`config.mk`:
```
export PLATFORM = sky130hd
export DESIGN_NAME = trc_timer
export DESIGN_NICKNAME = d
export VERILOG_FILES = /design/src/design/trc_pkg.sv /design/src/design/trc_tick_if.sv /design/src/design/trc_timer.sv /design/src/design/trc_tick_gen.sv /design/src/design/trc_cap_sync.sv
export VERILOG_INCLUDE_DIRS = /design/src /design/src/design
export SDC_FILE = /design/constraint.sdc
export NUM_CORES = 1
export LEC_CHECK = 0
export ABC_AREA = 1
export ABC_CLOCK_PERIOD_IN_PS = 4850
export BUFFER_PORTS_ARGS = -buffer_cell sky130_fd_sc_hd__buf_2
export CAP_MARGIN = 20
export CORE_ASPECT_RATIO = 0.9
export CORE_MARGIN = 2
export CORE_UTILIZATION = 50
export DETAILED_ROUTE_END_ITERATION = 8
export MAX_ROUTING_LAYER = met4
export PLACE_DENSITY = 0.73
export SLEW_MARGIN = 40
export SYNTH_ARGS = -nofsm -noshare
export SYNTH_HDL_FRONTEND = slang
export SYNTH_SLANG_ARGS = --single-unit
```
`constraint.sdc`:
```
create_clock -name i_clk_sys -period 4.85 [get_ports i_clk_sys]
set_input_delay 0.485 -clock i_clk_sys [delete_from_list [all_inputs] [get_ports i_clk_sys]]
set_output_delay 0.485 -clock i_clk_sys [all_outputs]
set_load 0.01 [all_outputs]
```
`src/design/trc_defs.svh`:
```
`ifndef TRC_DEFS_SVH
`define TRC_DEFS_SVH
// control register bit positions
`define TRC_CTL_HIGH_OVF      7
`define TRC_CTL_LOW_OVF       6
`define TRC_CTL_LOW_IRQ_EN    5
`define TRC_CTL_CAPTURE_EN    4
`define TRC_CTL_SPLIT         3
`define TRC_CTL_RUN           2
`define TRC_CTL_EXT_SEL       0
// clock dividers
`define TRC_SYS_DIV           12
`define TRC_EXT_DIV           8
`define TRC_BYTE_RESET        8'h00
`define TRC_BYTE_MAX          8'hFF
`endif

```
`src/design/trc_pkg.sv`:
```
package trc_pkg;
	typedef logic [7:0] trc_byte_t;
	typedef enum logic [2:0] {
		TRC_SRC_SYS   = 3'b001,
		TRC_SRC_DIV12 = 3'b010,
		TRC_SRC_EXT8  = 3'b100
	} trc_src_e;
	// pick the tick source of one half from its own and the shared select
	function automatic trc_src_e trc_decode_src(input logic sys_sel,
		input logic ext_sel);
		if (sys_sel) begin
			return TRC_SRC_SYS;
		end
		return ext_sel ? TRC_SRC_EXT8 : TRC_SRC_DIV12;
	endfunction
endpackage

```
`src/design/trc_tick_if.sv`:
```
`timescale 1ns/1ps
`default_nettype none
// prescaler ticks shared between the tick generator and the counter
interface trc_tick_if;
	logic tick_div12;
	logic tick_ext8;
	modport src (output tick_div12, output tick_ext8);
	modport dst (input tick_div12, input tick_ext8);
endinterface
`default_nettype wire

```
`src/design/trc_timer.sv`:
```
`timescale 1ns/1ps
`default_nettype none
`include "trc_defs.svh"
module trc_timer
	import trc_pkg::*;
(
	input  wire logic      i_clk_sys,
	input  wire logic      i_arst_n,
	input  wire logic      i_ce,
	input  wire logic      i_ext_osc,
	input  wire logic      i_cmp_out,
	input  wire logic      i_irq_en,
	input  wire logic      i_wr_ctl,
	input  wire trc_byte_t i_wr_data,
	input  wire logic      i_wr_cnt_low,
	input  wire logic      i_wr_cnt_high,
	input  wire logic      i_wr_rld_low,
	input  wire logic      i_wr_rld_high,
	input  wire logic      i_wr_clk_cfg,
	output trc_byte_t      o_timer_control_reg,
	output trc_byte_t      o_count_low_byte,
	output trc_byte_t      o_count_high_byte,
	output trc_byte_t      o_reload_low_byte,
	output trc_byte_t      o_reload_high_byte,
	output logic           o_high_half_system_clock_sel,
	output logic           o_low_half_system_clock_sel,
	output logic           o_irq_req
);
	trc_tick_if tick ();

	logic      cap_rise;
	trc_byte_t cnt_lo_q, cnt_lo_d;
	trc_byte_t cnt_hi_q, cnt_hi_d;
	trc_byte_t rld_lo_q, rld_lo_d;
	trc_byte_t rld_hi_q, rld_hi_d;
	trc_byte_t ctl_q, ctl_d;
	logic      hsel_q, hsel_d;
	logic      lsel_q, lsel_d;
	logic      irq_q, irq_d;

	trc_tick_gen u_tick (
		.i_clk_sys (i_clk_sys),
		.i_arst_n  (i_arst_n),
		.i_ce      (i_ce),
		.i_ext_osc (i_ext_osc),
		.tick      (tick)
	);

	trc_cap_sync u_cap (
		.i_clk_sys (i_clk_sys),
		.i_arst_n  (i_arst_n),
		.i_ce      (i_ce),
		.i_cmp_out (i_cmp_out),
		.o_rise    (cap_rise)
	);

	// map a decoded source onto the tick that advances a half
	function automatic logic src_tick(input trc_src_e src, input logic t12,
		input logic t8);
		unique case (src)
			TRC_SRC_SYS:   return 1'b1;
			TRC_SRC_DIV12: return t12;
			TRC_SRC_EXT8:  return t8;
			default:       return 1'b0;
		endcase
	endfunction

	logic split;
	logic capture;
	logic run;
	logic ext_sel;
	logic tick_lo;
	logic tick_hi;
	logic wrap_lo;
	logic wrap_hi;
	logic wrap_16;
	trc_src_e src_lo;
	trc_src_e src_hi;

	assign split   = ctl_q[`TRC_CTL_SPLIT];
	assign capture = ctl_q[`TRC_CTL_CAPTURE_EN] & ~split;
	assign run     = ctl_q[`TRC_CTL_RUN];
	// capture mode forbids the external tick, it falls back to /12
	assign ext_sel = ctl_q[`TRC_CTL_EXT_SEL] & ~capture;
	assign src_lo  = trc_decode_src(lsel_q, ext_sel);
	assign src_hi  = trc_decode_src(hsel_q, ext_sel);
	// in 16-bit mode the high-half select clocks the whole counter
	assign tick_lo = split ? src_tick(src_lo, tick.tick_div12,
		tick.tick_ext8) : (run & src_tick(src_hi, tick.tick_div12,
		tick.tick_ext8));
	assign tick_hi = run & src_tick(src_hi, tick.tick_div12,
		tick.tick_ext8);
	assign wrap_lo = i_ce & tick_lo & (cnt_lo_q == `TRC_BYTE_MAX);
	assign wrap_hi = i_ce & tick_hi & (cnt_hi_q == `TRC_BYTE_MAX);
	assign wrap_16 = ~split & wrap_lo & (cnt_hi_q == `TRC_BYTE_MAX);

	// counting, reload, capture and flag logic
	always_comb begin
		cnt_lo_d = cnt_lo_q;
		cnt_hi_d = cnt_hi_q;
		rld_lo_d = rld_lo_q;
		rld_hi_d = rld_hi_q;
		ctl_d    = ctl_q;
		hsel_d   = hsel_q;
		lsel_d   = lsel_q;
		irq_d    = 1'b0;
		// control, clock and reload writes first, so hardware events below win over them
		if (i_wr_ctl) begin
			ctl_d = i_wr_data;
			ctl_d[1] = 1'b0; // read-only bit
		end
		if (i_wr_clk_cfg) begin
			hsel_d = i_wr_data[5];
			lsel_d = i_wr_data[4];
		end
		if (i_wr_rld_low) begin
			rld_lo_d = i_wr_data;
		end
		if (i_wr_rld_high) begin
			rld_hi_d = i_wr_data;
		end
		if (split) begin
			if (tick_lo) begin
				cnt_lo_d = wrap_lo ? rld_lo_q : cnt_lo_q + 8'h01;
			end
			if (tick_hi) begin
				cnt_hi_d = wrap_hi ? rld_hi_q : cnt_hi_q + 8'h01;
			end
			if (wrap_hi) begin
				ctl_d[`TRC_CTL_HIGH_OVF] = 1'b1;
				irq_d = i_irq_en;
			end
			if (wrap_lo) begin
				ctl_d[`TRC_CTL_LOW_OVF] = 1'b1;
				irq_d = irq_d | (i_irq_en & ctl_q[`TRC_CTL_LOW_IRQ_EN]);
			end
		end else if (tick_lo) begin
			if (wrap_16) begin
				cnt_lo_d = rld_lo_q;
				cnt_hi_d = rld_hi_q;
				ctl_d[`TRC_CTL_HIGH_OVF] = 1'b1;
				irq_d = i_irq_en;
			end else begin
				{cnt_hi_d, cnt_lo_d} = {cnt_hi_q, cnt_lo_q} + 16'h0001;
				if (wrap_lo) begin
					ctl_d[`TRC_CTL_LOW_OVF] = 1'b1;
					irq_d = i_irq_en & ctl_q[`TRC_CTL_LOW_IRQ_EN];
				end
			end
		end
		// direct count writes take priority over counting
		if (i_wr_cnt_low) begin
			cnt_lo_d = i_wr_data;
		end
		if (i_wr_cnt_high) begin
			cnt_hi_d = i_wr_data;
		end
		if (capture && cap_rise) begin
			rld_lo_d = cnt_lo_q;
			rld_hi_d = cnt_hi_q;
			ctl_d[`TRC_CTL_HIGH_OVF] = 1'b1;
			irq_d = i_irq_en;
		end
		// flags are never cleared here; only software writes drop them
	end

	always_ff @(posedge i_clk_sys or negedge i_arst_n) begin
		if (!i_arst_n) begin
			cnt_lo_q <= `TRC_BYTE_RESET;
			cnt_hi_q <= `TRC_BYTE_RESET;
			rld_lo_q <= `TRC_BYTE_RESET;
			rld_hi_q <= `TRC_BYTE_RESET;
			ctl_q    <= `TRC_BYTE_RESET;
			hsel_q   <= 1'b0;
			lsel_q   <= 1'b0;
			irq_q    <= 1'b0;
		end else if (i_ce) begin
			cnt_lo_q <= cnt_lo_d;
			cnt_hi_q <= cnt_hi_d;
			rld_lo_q <= rld_lo_d;
			rld_hi_q <= rld_hi_d;
			ctl_q    <= ctl_d;
			hsel_q   <= hsel_d;
			lsel_q   <= lsel_d;
			irq_q    <= irq_d;
		end
	end

	assign o_timer_control_reg    = ctl_q;
	assign o_count_low_byte       = cnt_lo_q;
	assign o_count_high_byte      = cnt_hi_q;
	assign o_reload_low_byte      = rld_lo_q;
	assign o_reload_high_byte     = rld_hi_q;
	assign o_high_half_system_clock_sel = hsel_q;
	assign o_low_half_system_clock_sel  = lsel_q;
	assign o_irq_req              = irq_q;
endmodule
`default_nettype wire

```
`src/design/trc_tick_gen.sv`:
```
`timescale 1ns/1ps
`default_nettype none
`include "trc_defs.svh"
module trc_tick_gen
	import trc_pkg::*;
(
	input  wire logic i_clk_sys,
	input  wire logic i_arst_n,
	input  wire logic i_ce,
	input  wire logic i_ext_osc,
	trc_tick_if.src   tick
);
	logic [3:0] div12_q, div12_d;
	logic [2:0] ext_sync_q, ext_sync_d;
	logic [2:0] ext_cnt_q, ext_cnt_d;
	logic       ext_tick_q, ext_tick_d;
	logic       tick12_q, tick12_d;

	// divide by 12 and count external edges; ext_sync_q[0] feeds only [1]
	always_comb begin
		div12_d    = div12_q;
		tick12_d   = 1'b0;
		ext_sync_d = {ext_sync_q[1:0], i_ext_osc};
		ext_cnt_d  = ext_cnt_q;
		ext_tick_d = 1'b0;
		if (div12_q == 4'(`TRC_SYS_DIV - 1)) begin
			div12_d  = 4'h0;
			tick12_d = 1'b1;
		end else begin
			div12_d = div12_q + 4'h1;
		end
		// count rising edges only: eight oscillator periods make one tick
		if (ext_sync_q[1] & ~ext_sync_q[2]) begin
			ext_cnt_d = ext_cnt_q + 3'h1;
			if (ext_cnt_q == 3'(`TRC_EXT_DIV - 1)) begin
				ext_tick_d = 1'b1;
			end
		end
	end

	always_ff @(posedge i_clk_sys or negedge i_arst_n) begin
		if (!i_arst_n) begin
			div12_q    <= 4'h0;
			tick12_q   <= 1'b0;
			ext_sync_q <= 3'h0;
			ext_cnt_q  <= 3'h0;
			ext_tick_q <= 1'b0;
		end else if (i_ce) begin
			div12_q    <= div12_d;
			tick12_q   <= tick12_d;
			ext_sync_q <= ext_sync_d;
			ext_cnt_q  <= ext_cnt_d;
			ext_tick_q <= ext_tick_d;
		end
	end

	assign tick.tick_div12 = tick12_q;
	assign tick.tick_ext8  = ext_tick_q;
endmodule
`default_nettype wire

```
`src/design/trc_cap_sync.sv`:
```
`timescale 1ns/1ps
`default_nettype none
module trc_cap_sync
	import trc_pkg::*;
(
	input  wire logic i_clk_sys,
	input  wire logic i_arst_n,
	input  wire logic i_ce,
	input  wire logic i_cmp_out,
	output logic      o_rise
);
	logic [2:0] sync_q, sync_d;

	// two stages before the edge detector, third stage is the old value
	always_comb begin
		sync_d = {sync_q[1:0], i_cmp_out};
	end

	always_ff @(posedge i_clk_sys or negedge i_arst_n) begin
		if (!i_arst_n) begin
			sync_q <= 3'h0;
		end else if (i_ce) begin
			sync_q <= sync_d;
		end
	end

	// one pulse per synchronised rising edge
	assign o_rise = i_ce & sync_q[1] & ~sync_q[2];
endmodule
`default_nettype wire

```
Word-level counts from Yosys, hierarchy flattened. Cells that the tools add are included.

Register bits after elaboration: 57. Bits of input ports: 20. Output and inout bits: 43. Word-level logic and storage cells: 107.

Add/sub/neg operators: 5. Equality and inequality tests: 11. Multiplexer cells: 46. Bitwise logic cells: 18. Reduce and logical (&&, ||, !) cells: 12.

Operators with widths (number): $mux W8 (17); $mux W1 (19); $add A16 B1 Y16 const B (1); $add A8 B1 Y8 const B (2); $eq A8 B8 Y1 const B (2); $mux W3 (5); $and A1 B1 Y1 (13); $reduce_and A2 Y1 (6); $eq A3 B3 Y1 const B (3); $eq A3 B1 Y1 const B (2); $eq A3 B2 Y1 const B (2); $pmux W1 S3 (2); $reduce_bool A2 Y1 (3); $add A4 B1 Y4 const B (1); $eq A4 B4 Y1 const B (1); $mux W2 (2); $mux W4 (1); $not A1 Y1 (4); $add A3 B1 Y3 const B (1); $ne A3 B2 Y1 const B (1); $reduce_and A3 Y1 (1); $reduce_bool A3 Y1 (1); $logic_and A1 B1 Y1 (1); $or A1 B1 Y1 (1).

Logic depth before layout (Yosys ltp).
Word-level depth: 18. Depth in mapped cells: 14. Mapped depth without buffers: 14.

Hierarchy. From an unflattened synthesis, not the netlist that was laid out.

Cells, all modules: 549. Area, all modules: 3802.4 um^2.

Modules (own cells, without submodules): trc_timer (instances 1, cells an instance 474, area each 3141.8 um^2, seq. area each 1051.0 um^2); trc_tick_gen (instances 1, cells an instance 61, area each 541.8 um^2, seq. area each 300.3 um^2); trc_cap_sync (instances 1, cells an instance 14, area each 118.9 um^2, seq. area each 75.1 um^2).

Worst setup path before layout. No wires, ideal clock.

Path type: reg2reg. Start: reg cnt_hi_q[0], in the netlist o_count_high_byte[0]. End: reg cnt_hi_q[0], in the netlist o_count_high_byte[0]. Library setup time: 117 ps. Arrival time: 1734 ps. Required time: 4733 ps. Slack: 2999 ps. Cell stages (with the launch flop): 13. Buffers on the path: 0. Clock period less this slack: 1851 ps. Cells stage by stage: dfrtp_1 -> ha_1 -> nand2_1 -> nor2_2 -> nand3_1 -> nor2_4 -> inv_1 -> nor2_8 -> nand2_1 -> nand3_1 -> nand3_1 -> nand2_1 -> nand2_1.

Cells in the longest elaborated chain, start to end: 6. Elaborated cells on any way between the ends: 11. Those cells by class: add/sub (2); eq/ne (1); mux (6); bitwise (2).

RTL lines: start, declared (RTL line trc_timer.sv:33) `trc_byte_t cnt_hi_q, cnt_hi_d;`; start signal, assigned (RTL line trc_timer.sv:170) `` cnt_hi_q <= `TRC_BYTE_RESET; ``; start signal, assigned (RTL line trc_timer.sv:179) `cnt_hi_q <= cnt_hi_d;`; branches (longest 4 deep; another with $add A16 B1 Y16); $mux W8 * (RTL line trc_timer.sv:122) `if (split) begin`; $mux W8 * (RTL line trc_timer.sv:155) `if (i_wr_cnt_high) begin`.

Mark *: on every way between the ends. The select of a mux whose other input is x is not followed. A chain may end at the register's enable or synchronous reset.

Worst setup path after layout.
Start: reg ctl_q[3], in the netlist o_timer_control_reg[3]. End: reg cnt_lo_q[0], in the netlist o_count_low_byte[0].

Cells in the longest elaborated chain, start to end: 18. Elaborated cells on any way between the ends: 29. Those cells by class: eq/ne (6); mux (12); bitwise (9); reduce/logical (2).

RTL lines: start, declared (RTL line trc_timer.sv:36) `trc_byte_t ctl_q, ctl_d;`; start signal, assigned (RTL line trc_timer.sv:173) `` ctl_q <= `TRC_BYTE_RESET; ``; start signal, assigned (RTL line trc_timer.sv:182) `ctl_q <= ctl_d;`; $not A1 Y1 (RTL line trc_timer.sv:81, trc_timer.sv:95); $and A1 B1 Y1 (RTL line trc_timer.sv:81) `` assign capture = ctl_q[`TRC_CTL_CAPTURE_EN] & ~split; ``; $not A1 Y1 (RTL line trc_timer.sv:84) `` assign ext_sel = ctl_q[`TRC_CTL_EXT_SEL] & ~capture; ``; $and A1 B1 Y1 (RTL line trc_timer.sv:84); $mux W3 (2 in a row) (RTL line trc_pkg.sv:14) `return ext_sel ? TRC_SRC_EXT8 : TRC_SRC_DIV12;`; $eq A3 B3 Y1 (tied with other cells) (RTL line trc_timer.sv:60) `unique case (src)`; $pmux W1 S3 (RTL line trc_timer.sv:60); $and A1 B1 Y1 (RTL line trc_timer.sv:89) `tick.tick_ext8) : (run & src_tick(src_hi, tick.tick_div12,`; $mux W1 (RTL line trc_timer.sv:88) `assign tick_lo = split ? src_tick(src_lo, tick.tick_div12,`; $and A1 B1 Y1 (2 in a row) (RTL line trc_timer.sv:93) `` assign wrap_lo = i_ce & tick_lo & (cnt_lo_q == `TRC_BYTE_MAX); ``; $and A1 B1 Y1 (2 in a row) (RTL line trc_timer.sv:95) `` assign wrap_16 = ~split & wrap_lo & (cnt_hi_q == `TRC_BYTE_MAX); ``; $mux W8 (RTL line trc_timer.sv:138) `if (wrap_16) begin`; $mux W8 (RTL line trc_timer.sv:137) `end else if (tick_lo) begin`; $mux W8 (RTL line trc_timer.sv:122); $mux W8 (RTL line trc_timer.sv:152) `if (i_wr_cnt_low) begin`; end signal, assigned (RTL line trc_timer.sv:169) `` cnt_lo_q <= `TRC_BYTE_RESET; ``; end signal, assigned (RTL line trc_timer.sv:178) `cnt_lo_q <= cnt_lo_d;`; end, declared (RTL line trc_timer.sv:32) `trc_byte_t cnt_lo_q, cnt_lo_d;`.

Several ways; a longest one is shown, not always the timed one. The select of a mux whose other input is x is not followed.

==> results.yml <==
critical_path:
  criticalPathCategory: "reg2reg"
  arrival_ns: 3.27
  critPathMaxStageDelay_ns: 0.90
  end_kind: "flip-flop"
  worstSetupStartpointType: "flip-flop"
  cp_max_fo: 25
  crit_family: "simple AND/OR/NAND/NOR gates"
  r2r_cells: 13
  worstSetupPathDepth: 13
  cp_common_cell: "nand2_1"
  crit_chain: "inv_2, nand2_1, nand2_1, nand2_1, nand3_2, nand2_4, nand2_1, nand2_1, nand2_1, nand2_2, a21oi_1, nand2_1, nand2_1"
  cpMaxStageDelayCell: "dfrtp_1"
  crit_required_ns: 5.08
  cp_num_buf_inv: 1
logic_synthesis:
  yosys-top-cells-count: "nand2_1 (153), inv_1 (61), dfrtp_1 (57)"
  synth_most_common_cell: "nand2_1"
  yosysWarnings: 0
  synth_top_cell_by_area: "dfrtp_1"
  synth_top_area_share_pct: 39.7
  async_flop_share_pct: 100
  synth-main-ff-cell: "dfrtp_1"
  synth_nets: 537
  ys_seq_area_share_pct: 39.7
  synthTopCellsByArea: "dfrtp_1 (40%), nand2_1 (16%), inv_1 (6.4%)"
  ys_ff_latch: 57
  syn_inst: 512
  synth.distinct_cells: 33
  synth_area_um2: 3590
  synth-edff-count: 0
  synth.avg_cell_area_um2: 7.01
timing:
  slew-limit-headroom_pct: 43.0
  rsz0062_at_grt: "false"
  finalClockSkew_ns: 0.00959
  setup_ws_ns: 1.81
  fin_setup_tns_ns: 0
  slew_violations: 0
  hold_viol: 0
  fin_crit_sh_pct: 62.7
  min_period_ns: 3.04
  timing.hold.ws_ns: 0.149
  setup_viol: 0
  worst_pin_slew_ns: 0.855
  max_freq_mhz: 329
flow_run:
  maxCapViolCount: 0
floorplan:
  core_um2: 7000
  dieArea_um2: 7880
  die_height_um: 84.4
  ioPinCount: 63
  rows: 29
  start_util_pct: 51.3
  die_w_um: 93.3
clocking:
  clock_latency_ns: 0.34
  ctsResizeCount: 0
  cts_root_buf: "clkbuf_8"
  clk_pin_slew_worst_paths_ns: 0.07
  cts_buffers: 9
  cts.sinks: 57
  h-tree-depth: 3
  clk_path_buf_depth: 2
  cts_setup_buffers: 0
  cts_hold_buf: 0
  cts_tree: "yes"
status:
  status: "finished, final reports clean"
power:
  pwr-share-clk_pct: 27.9
  cellInternalPower_mw: 1.03
  sequentialPowerShare_pct: 41.6
  swShare_pct: 38.0
  p_leak_nw: 2.21
  ir_drop_mv: 0.292
  p_per_area_nw_per_um2: 401
  p_switching_uw: 633
  power_frac_comb_pct: 30.5
global_routing:
  grt_pass1_vias: 3300
  grt.overflow.total: 0
  grt_pass1_wl_mm: 17.1
  grt.total_usage_pct: 28.9
  antenna_found_initial: 0
  grt_max_degree: 58
placement:
  placed_area_um2: 3940
  io_buffers: 61
  hpwl_mm: 7.57
  dp_cells: 650
  pre_cts_slack_ns: 1.97
  gp_congestion: 0.896
final_layout:
  antennaDiodeCount: 0
  syn_to_final_growth_pct: 15.9
  final_cells: 667
  drive_above_1_share_pct: 17.2
  fin_nets: 594
  fin_area_um2: 4160
drt:
  drcViolationCount: 0
  post_drt_wl_per_cell_um: 15.8
  first_iter_violations: 275
  first_pass_iters: 4
  dr_total_vias: 3566
  wl_mm: 10.5
  avgViaCountPerCell: 5.35
  ant_nets: 0
worst_hold_path:
  hold_path.class: "in2async"
==> per-stage QoR <==
stage               utilization (%)  power [mW]
floorplan                         -        1.02
global placement               56.1        1.19
detailed placement             56.2        1.20
CTS                            59.1        1.67
global route                   59.4        1.78
finish                         59.4        1.67
==> power by group through the flow <==
stage,Combinational [mW],Sequential [mW],Clock (mW)
floorplan,0.323,0.696,0
global placement,0.495,0.697,0
detailed placement,0.506,0.698,0
CTS,0.507,0.691,0.472
global route,0.583,0.707,0.493
finish,0.508,0.693,0.465
==> path summary, 6_finish.rpt <==
kind	start	end	slack [ns]
min	i_arst_n	u_tick.ext_sync_q[0]$_DFFE_PN0P_	0.15
max reg2reg	o_timer_control_reg[3]$_DFFE_PN0P_	o_count_low_byte[0]$_DFFE_PN0P_	1.81
max in group asynchronous	i_arst_n	o_count_high_byte[4]$_DFFE_PN0P_	4.21
max	o_timer_control_reg[3]$_DFFE_PN0P_	o_count_low_byte[0]$_DFFE_PN0P_	1.81
min in group i_clk_sys	i_cmp_out	u_cap.sync_q[0]$_DFFE_PN0P_	0.35
min reg2reg	o_irq_req$_DFFE_PN0P_	o_irq_req$_DFFE_PN0P_	0.49
==> layout by cell type, fill, tap and decap left out, drive strengths merged, types with 3 or more instances in the layout <==
master,n
nand2,155
inv,63
buf,63
dfrtp,57
nand3,46
nor2,45
o21ai,41
a21oi,41
nand4,11
clkbuf,11
xor2,10
ha,5
nor3,5
clkinv,4
o221ai,3
o211ai,3
==> layer usage <==
metal	global-route usage, %	part of all wire, %	wire [um]
met5	-	0	0
met4	8.02	1.3	133
met3	7.36	6.9	725
met2	39.5	45	4710
met1	42.2	47	4960
==> cells by family after synthesis <==
logic type	Yosys count	synth area share (%)
AO/OA/AOI/OAI	92	13.8
flip-flops	57	39.7
multiplexers	2	0.627
buffers and inverters	80	9.13
other	1	0.104
AND/OR/NAND/NOR	264	32.2
XOR/XNOR	11	2.68
adder cells (fa/ha/maj)	5	1.74
==> final cells by class <==
cell class / instances / area (um^2)
fillers: 686 / 2840
multi-input cells: 375 / 1840
flip-flops and latches: 57 / 1430
repair buffers: 63 / 333
inverters: 63 / 236
clock buffers: 11 / 151
well taps: 93 / 116
clock inverters: 5 / 53.8
Power figures use the tool's default switching activity.
